==> src/apsc_pkg.sv <==
// Purpose: constants and types for the processor power-state controller
// Assumes: mclk at 25 MHz; all times in ns
// Notes:   one package shared by the controller and its pin synchroniser
package apsc_pkg;

    // ----------------------------------------------------------------
    // timing
    // ----------------------------------------------------------------
    localparam int CLK_PERIOD_NS  = 40;
    localparam int INIT_TIME_NS   = 400;
    localparam int INIT_CYCLES    = (INIT_TIME_NS + CLK_PERIOD_NS - 1) / CLK_PERIOD_NS;
    localparam int RELOCK_TIME_NS = 2000;
    localparam int RELOCK_CYCLES  = (RELOCK_TIME_NS + CLK_PERIOD_NS - 1) / CLK_PERIOD_NS;
    localparam int REF_IDLE_NS    = 200;
    localparam int REF_IDLE_CYC   = REF_IDLE_NS / CLK_PERIOD_NS;

    // ----------------------------------------------------------------
    // widths, codes, reset values
    // ----------------------------------------------------------------
    localparam int CNT_W = 8;
    localparam int INT_W = 8;
    localparam int VID_W = 5;
    localparam logic [2:0]       SMAF_C2      = 3'h2;
    localparam logic [2:0]       SMAF_C3      = 3'h3;
    localparam logic [VID_W-1:0] VID_RST      = 5'h00;
    localparam logic [2:0]       SYNC_RST_VAL = 3'h1;

    typedef enum logic [2:0] {
        ST_INIT,
        ST_NORMAL,
        ST_HALT,
        ST_QUICK,
        ST_DEEP,
        ST_DSX,
        ST_RELOCK
    } apsc_state_type;

endpackage

==> src/apsc_top.sv <==
// Purpose: processor power-state sequencer (Normal to deep_sleep_extended)
// Assumes: stop-clock packets already decoded to one-cycle pulses
// Notes:   mclk stays alive in every state; gated domains are outputs
`timescale 1ns/1ns
module apsc_top
    import apsc_pkg::*;
(
    input  wire logic             mclk,
    input  wire logic             rst_n,
    input  wire logic             haltExec,
    input  wire logic             stpclkAssert,
    input  wire logic             stpclkDeassert,
    input  wire logic [2:0]       smafCode,
    input  wire logic [INT_W-1:0] intPulse,
    input  wire logic             snoopReq,
    input  wire logic             boardReset_n,
    input  wire logic             ref_clk_in,
    input  wire logic             coreSupplyLow,
    input  wire logic             dvfsAtMin,
    input  wire logic             vidWrite,
    input  wire logic [VID_W-1:0] vidValue,
    output wire logic [2:0]       powerState,
    output wire logic             coreClkEn,
    output wire logic             ifClkEn,
    output wire logic             pllEnable,
    output wire logic             sdramPowerSave,
    output wire logic             sdramSelfRefresh,
    output wire logic             snoopAck,
    output wire logic [INT_W-1:0] intService,
    output wire logic             initBusy,
    output wire logic             acpiHandover,
    output wire logic [VID_W-1:0] core_vid_out
);

    // ----------------------------------------------------------------
    // pin synchronisers
    // ----------------------------------------------------------------
    logic [2:0] pinSync;
    logic       rstSync_n;
    logic       refSync;
    logic       supLowSync;

    apsc_sync3 u_sync (
        .mclk   (mclk),
        .rst_n  (rst_n),
        .pinIn  ({coreSupplyLow, ref_clk_in, boardReset_n}),
        .pinOut (pinSync)
    );

    assign rstSync_n  = pinSync[0];
    assign refSync    = pinSync[1];
    assign supLowSync = pinSync[2];

    // ----------------------------------------------------------------
    // state
    // ----------------------------------------------------------------
    typedef struct packed {
        apsc_state_type   st;
        logic [CNT_W-1:0] cnt;
        logic [CNT_W-1:0] refIdle;
        logic             refPrev;
        logic             refActive;
        logic [INT_W-1:0] intPend;
        logic [INT_W-1:0] intAck;
        logic             snoopAck;
        logic [VID_W-1:0] vid;
        logic             handover;
        logic             coreClkEn;
        logic             ifClkEn;
        logic             pllEn;
        logic             powerSave;
        logic             selfRef;
        logic             busy;
    } apsc_ctl_type;

    apsc_ctl_type s_reg;
    apsc_ctl_type s_next;

    logic rstTake;
    logic acceptStop;

    // reset only counts while the reference clock is seen moving
    assign rstTake    = !rstSync_n && s_reg.refActive;
    assign acceptStop = (s_reg.st == ST_NORMAL) || (s_reg.st == ST_HALT);

    function automatic logic snoopOk(input apsc_state_type st);
        snoopOk = (st == ST_NORMAL) || (st == ST_HALT) || (st == ST_QUICK);
    endfunction

    // ----------------------------------------------------------------
    // next state
    // ----------------------------------------------------------------
    always_comb begin
        s_next          = s_reg;
        s_next.refPrev  = refSync;
        s_next.snoopAck = snoopReq && snoopOk(s_reg.st);
        s_next.handover = dvfsAtMin;
        if (vidWrite) begin
            s_next.vid = vidValue;
        end

        // activity detector on the synchronised reference clock
        if (refSync != s_reg.refPrev) begin
            s_next.refIdle   = CNT_W'(REF_IDLE_CYC);
            s_next.refActive = 1'b1;
        end else if (s_reg.refIdle != '0) begin
            s_next.refIdle = s_reg.refIdle - 1'b1;
        end else begin
            s_next.refActive = 1'b0;
        end

        if (s_reg.cnt != '0) begin
            s_next.cnt = s_reg.cnt - 1'b1;
        end

        if (rstTake) begin
            s_next.st  = ST_INIT;
            s_next.cnt = CNT_W'(INIT_CYCLES);
        end else begin
            case (s_reg.st)
                ST_INIT: begin
                    if (s_reg.cnt == '0) begin
                        s_next.st = ST_NORMAL;
                    end
                end
                ST_NORMAL, ST_HALT: begin
                    if (stpclkAssert && smafCode == SMAF_C2) begin
                        s_next.st = ST_QUICK;
                    end else if (stpclkAssert && smafCode == SMAF_C3) begin
                        s_next.st = ST_DEEP;
                    end else if (s_reg.st == ST_HALT && (intPulse | s_reg.intPend) != '0) begin
                        s_next.st = ST_NORMAL;
                    end else if (s_reg.st == ST_NORMAL && haltExec) begin
                        s_next.st = ST_HALT;
                    end
                end
                ST_QUICK: begin
                    if (stpclkDeassert) begin
                        s_next.st = ST_NORMAL;
                    end
                end
                ST_DEEP: begin
                    if (supLowSync) begin
                        s_next.st = ST_DSX;
                    end else if (stpclkDeassert) begin
                        s_next.st  = ST_RELOCK;
                        s_next.cnt = CNT_W'(RELOCK_CYCLES);
                    end
                end
                ST_DSX: begin
                    // a deassert here is dropped, not held; only the supply coming back up exits to ST_DEEP
                    if (!supLowSync) begin
                        s_next.st = ST_DEEP;
                    end
                end
                ST_RELOCK: begin
                    if (s_reg.cnt == '0) begin
                        s_next.st = ST_NORMAL;
                    end
                end
                default: begin
                    s_next.st = ST_INIT;
                end
            endcase
        end

        // interrupt handling follows the state being entered
        case (s_next.st)
            ST_NORMAL: begin
                // pulse in the service cycle is acked, never lost
                s_next.intAck  = s_reg.intPend | intPulse;
                s_next.intPend = '0;
            end
            ST_HALT, ST_QUICK: begin
                // one bit per line: repeats fold into it
                s_next.intAck  = '0;
                s_next.intPend = s_reg.intPend | intPulse;
            end
            default: begin
                // deep states and init drop everything
                s_next.intAck  = '0;
                s_next.intPend = '0;
            end
        endcase

        // gating outputs aligned with the registered state
        s_next.coreClkEn = (s_next.st == ST_NORMAL);
        s_next.ifClkEn   = (s_next.st != ST_DEEP) && (s_next.st != ST_DSX)
                           && (s_next.st != ST_RELOCK);
        s_next.pllEn     = (s_next.st != ST_DEEP) && (s_next.st != ST_DSX);
        s_next.powerSave = (s_next.st == ST_QUICK);
        s_next.selfRef   = (s_next.st == ST_DEEP) || (s_next.st == ST_DSX)
                           || (s_next.st == ST_RELOCK);
        s_next.busy      = (s_next.st == ST_INIT);
    end

    always_ff @(posedge mclk or negedge rst_n) begin
        if (!rst_n) begin
            s_reg           <= '0;
            s_reg.st        <= ST_INIT;
            s_reg.cnt       <= CNT_W'(INIT_CYCLES);
            s_reg.vid       <= VID_RST;
            s_reg.ifClkEn   <= 1'b1;
            s_reg.pllEn     <= 1'b1;
            s_reg.busy      <= 1'b1;
        end else begin
            s_reg <= s_next;
        end
    end

    // ----------------------------------------------------------------
    // outputs
    // ----------------------------------------------------------------
    assign powerState       = s_reg.st;
    assign coreClkEn        = s_reg.coreClkEn;
    assign ifClkEn          = s_reg.ifClkEn;
    assign pllEnable        = s_reg.pllEn;
    assign sdramPowerSave   = s_reg.powerSave;
    assign sdramSelfRefresh = s_reg.selfRef;
    assign snoopAck         = s_reg.snoopAck;
    assign intService       = s_reg.intAck;
    assign initBusy         = s_reg.busy;
    assign acpiHandover     = s_reg.handover;
    assign core_vid_out     = s_reg.vid;
endmodule

==> src/apsc_sync3.sv <==
// Purpose: three-stage synchroniser for pins of the power controller
// Assumes: inputs asynchronous to mclk
// Notes:   output moves only when stages two and three agree
`timescale 1ns/1ns
module apsc_sync3
    import apsc_pkg::*;
(
    input  wire logic       mclk,
    input  wire logic       rst_n,
    input  wire logic [2:0] pinIn,
    output wire logic [2:0] pinOut
);

    // ----------------------------------------------------------------
    // state
    // ----------------------------------------------------------------
    typedef struct packed {
        logic [2:0] f1;
        logic [2:0] f2;
        logic [2:0] f3;
        logic [2:0] q;
    } apsc_sync_type;

    apsc_sync_type s_reg;
    apsc_sync_type s_next;

    always_comb begin
        s_next    = s_reg;
        s_next.f1 = pinIn;
        s_next.f2 = s_reg.f1;
        s_next.f3 = s_reg.f2;
        // glitch filter: stage one is never looked at here
        for (int i = 0; i < 3; i++) begin
            if (s_reg.f2[i] == s_reg.f3[i]) begin
                s_next.q[i] = s_reg.f3[i];
            end
        end
    end

    always_ff @(posedge mclk or negedge rst_n) begin
        if (!rst_n) begin
            s_reg <= {4{SYNC_RST_VAL}};
        end else begin
            s_reg <= s_next;
        end
    end

    assign pinOut = s_reg.q;

endmodule

==> config.mk <==
export PLATFORM = sky130hd
export DESIGN_NAME = apsc_top
export DESIGN_NICKNAME = d
export VERILOG_FILES = /design/src/apsc_pkg.sv /design/src/apsc_top.sv /design/src/apsc_sync3.sv
export SDC_FILE = /design/constraint.sdc
export NUM_CORES = 1
export LEC_CHECK = 0
export ABC_AREA = 1
export BUFFER_PORTS_ARGS = -buffer_cell sky130_fd_sc_hd__buf_4
export CAP_MARGIN = 15
export CORE_MARGIN = 1.5
export CORE_UTILIZATION = 55
export CTS_BUF_LIST = sky130_fd_sc_hd__clkbuf_8
export CTS_CLUSTER_SIZE = 16
export DETAILED_ROUTE_END_ITERATION = 16
export GPL_TIMING_DRIVEN = 0
export PLACE_DENSITY = 0.79
export SLEW_MARGIN = 20
export SYNTH_ARGS = -nofsm -noshare
export SYNTH_HDL_FRONTEND = slang
export SYNTH_SLANG_ARGS = --single-unit
==> constraint.sdc <==
create_clock -name mclk -period 2 [get_ports mclk]
set_input_delay 0.4 -clock mclk [delete_from_list [all_inputs] [get_ports mclk]]
set_output_delay 0.4 -clock mclk [all_outputs]
set_load 0.01 [all_outputs]
**After elaboration in Yosys (flattened, before gate mapping)**

Index checks and enable logic that the tools add are counted.

- Bitwise logic cells: 1
- Equal/unequal tests: 22
- Add/sub/neg operators: 2
- Multiplexer cells: 19
- Reduce and logical (&&, ||, !) cells: 23

Operators by type and width:

| kind | number |
|---|---|
| two-way mux 8 bit | 5 |
| one-hot mux 16 bit (2 select lines) | 1 |
| two-way mux 3 bit | 8 |
| nonzero test 8 bit | 3 |
| two-way mux 11 bit | 2 |
| equality test 3 x 2 -> 1 bit, second input constant | 6 |
| equality test 3 bit, second input constant | 6 |
| subtractor 8 x 1 -> 8 bit, second input constant | 2 |
| one-hot mux 3 bit (5 select lines) | 1 |
| != test 3 bit, second input constant | 3 |
| logical AND 1 bit | 8 |
| zero test 8 bit | 1 |
| bitwise OR 8 bit | 1 |
| equality test 3 x 1 -> 1 bit, second input constant | 2 |
| zero test 3 bit | 2 |
| OR reduction 2 bit | 3 |
| logical OR 1 bit | 4 |
| equality test 1 bit | 3 |
| two-way mux 1 bit | 2 |
| != test 2 bit, second input constant | 1 |
| nonzero test 2 bit | 1 |
| zero test 1 bit | 1 |
| != test 1 bit | 1 |

- Register bits: 62
- Input bits: 27

**Logic depth before layout (Yosys ltp)**

- Word-level depth: 11
- Depth in mapped cells: 12

**By module**

Synthesis repeated with hierarchy kept, for this count alone.

- Cells, all modules: 275
- Area total of the unflattened synthesis: 2,745.1 µm²

Modules (own cells, without submodules):

| module | area each (µm²) | sequential area each (µm²) | times used | cells an instance |
|---|---|---|---|---|
| apsc_top | 2,368.5 | 1,257.5 | 1 | 248 |
| apsc_sync3 | 376.6 | 305.3 | 1 | 27 |

**Least setup slack after synthesis**

No wires, ideal clock.

- Kind: reg-to-reg
- From: reg s_reg[40] (netlist bit)
- To: reg s_reg (netlist bit coreClkEn)
- Data arrival time: 1.443 ns
- Data required time: 1.878 ns
- Slack: 0.435 ns
- Cell stages (with the launch flop): 11
- Clock period less this slack: 1.565 ns
- Cells stage by stage: dfstp_2 -> inv_1 -> ha_1 -> nand2_1 -> nor2_2 -> inv_2 -> nand2_1 -> a21oi_1 -> nand2_1 -> nand3_4 -> nor2_1

RTL lines:

| item | line | source |
|---|---|---|
| start: declaration | apsc_top.sv:76 | `apsc_ctl_type s_reg;` |
| start signal: assignment | apsc_top.sv:207 | `s_reg <= s_next;` |

==> out/metrics.yaml <==
synthCells: 263
rrSetupSlack_ns: 0.22
finClkSkew_ns: 0.0114
core_um2: 4720
finalPower_mw: 3.62
hold_path.class: "in -> async"
rsz0062_at_grt: "no"
wirelength_mm: 4.75
finalHoldViolations: 0
setup_tns_ns: 0
synth_top_cells_by_area: "dfrtp_1 (49%), dfstp_2 (8.8%), nor2_1 (6.3%)"
final_common_cell: "buf_4"
slew_viol_final: 0
setup_violations: 0
r2r_cells: 8
register_area_um2: 1560
synth_warnings: 0
gp_congestion: 0.857
max-vdd-ir-drop_uv: 784
root_buffer: "clkbuf_8"
fillerInstances: 369
yosys.cell_types.count: 30
grt_max_degree: 63
cts.sinks: 62
routedWlPerCell_um: 12.0
yosysTopAreaCell: "dfrtp_1"
max_slew_margin_pct: 50.6
fp.dieW_um: 73.0
drive_gt1_share_pct: 37.1
outcome: "completed"
netlist_area_um2: 2690
synthMuxAreaShare_pct: 2.09
fin_hold_ws_ns: 0.125
vias: 1963
cts_tree: "built"
cts_buffers: 9
drt_iter0_drc: 76
syn_to_final_growth_pct: 26.0
antenna_found_initial: 0
grt_pass1_vias: 1903
hold_buffers: 0
critical_path_class: "reg -> reg"
largest_reg_flops: 26
cp.required_ns: 2.26
powerDensity_nw_per_um2: 1070
die_height_um: 73.0
clk_latency_ns: 0.34
grt_pass1_wl_mm: 8.12
tightest_slew_ns: 0.741
crit_path_end_kind: "register"
syn_area_per_cell_um2: 10.2
synth_top_flop_cell: "dfrtp_1"
htree_levels: 3
portBuffers: 50
place_hpwl_mm: 3.37
multi_input_area_um2: 906
synth_top_family_by_area: "simple AND/OR/NAND/NOR gates"
synth_compound_area_share_pct: 3.99
static-leakage-power_nw: 1.72
num_rows: 25
period_needed_ns: 1.78
ioPinCount: 51
firstDrtPassIters: 4
grt.total_usage_pct: 20.4
crit_arrival_ns: 2.04
fin_crit_sh_pct: 88.8
r2r-start: "s_reg[39]"
ys_seq_elements: 62
synth-edff-count: 0
cap_violations: 0
final_cell_mix: "buf_4 (67), dfrtp_1 (53), nor2_1 (45), nand2_1 (38), inv_1 (22)"
startpoint_type: "register"
post_cts_buffers: 0
clk_path_buf_depth: 2
ys_seq_area_share_pct: 58.0
cts_resized: 0
synth_xor_xnor_area_share_pct: 2.93
avgViaCountPerCell: 4.96
die_area_um2: 5330
fmaxAchievable_ghz: 0.563
postSynth.asyncResetShare_pct: 100
synth_top_area_share_pct: 49.2
synth_fp_nets: 293
cts.clk_slew.worst_paths_ns: 0.07
postRouteAntennaNets: 0
synth-simple-area-share_pct: 22.1
nets: 354
r2r-end: "s_reg[26]"
start_util_pct: 57.0
synthAdderAreaFrac_pct: 2.51
drc_errors: 0
overflow: 0
crit_fanout: 8
diodes: 0
Yosys cell counts, types with 3 or more instances:
cell and instances:
dfstp_2 9, buf_4 17, nor3_1 4, xor2_1 4, o21ai_0 8, mux2_2 5
nand2_1 38, nor2_1 45, nor3_2 8, nand3_1 6, dfrtp_1 53, inv_1 20
maj3_1 3, nor2_2 8, a21oi_1 9, xnor2_1 5, inv_2 3, ha_1 3
per-layer routing:
layer / wire length (um) / part of all wire [%] / track usage [%]
met3: 173 / 3.6 / 5.39
met2: 2440 / 51 / 33.5
met1: 2060 / 43 / 25.3
met5: 0 / 0 / 0
met4: 79 / 1.7 / 8.81
worst max-delay path: stages, from the launching register on:
cell,delay [ns]
dfrtp_1,0.38
inv_1,0.11
ha_1,0.24
nand3_2,0.13
nor3_4,0.21
nor2_2,0.09
nor2_4,0.17
nand3_2,0.20
nor2_1,0.17
final cells by class:
type                            count  share of cell area, %
Sequential cell                    62                   46.1
Multi-Input combinational cell    160                   26.7
Timing Repair Buffer               50                   11.1
Buffer                             18                   4.09
Clock buffer                       10                   4.06
Clock inverter                      6                   3.02
Inverter                           23                   2.54
Tap cell                           67                   2.47
report_power, final:
part | total, mW | internal [mW] | switching [mW] | leakage [nW]
logic | 0.767 | 0.339 | 0.428 | 0.811
registers | 1.54 | 1.43 | 0.105 | 0.784
clock network | 1.31 | 0.851 | 0.463 | 0.129
total | 3.62 | 2.62 | 0.996 | 1.72
through the flow:
| stage | setup slack [ns] | instance area (um2) | instances | utilization (%) |
|---|---|---|---|---|
| after floorplan | 0.435 | 2690 | 263 | - |
| after global placement | 0.269 | 3150 | 380 | 66.8 |
| after detailed placement | 0.223 | 3150 | 380 | 66.8 |
| after CTS | 0.224 | 3390 | 396 | 71.8 |
| after global routing | 0.0923 | 3390 | 396 | 71.8 |
| final | 0.224 | 3390 | 396 | 71.8 |
how the worst max path moves through the flow:
stage | from | endpoint | slack (ns) | depth (start not counted)
2_1_floorplan | s_reg[40] | coreClkEn | 0.44 | 10
3_3_place_gp | s_reg[39] | intService[3] | 0.27 | 9
3_5_place_dp | intPulse[1] | s_reg[22] | 0.22 | 12
4_1_cts | s_reg[39] | s_reg[22] | 0.22 | 8
5_1_grt | s_reg[39] | intService[7] | 0.09 | 10
6_report | s_reg[39] | s_reg[26] | 0.22 | 8
logic make-up after synthesis:
family                   count (synthesis)
XOR/XNOR                                 9
AND/OR/NAND/NOR                        120
AO/OA/AOI/OAI                           20
buffers and inverters                   41
flip-flops                              62
adder cells (fa/ha/maj)                  6
multiplexers                             5
No activity file was read; power rests on OpenSTA's default activity.
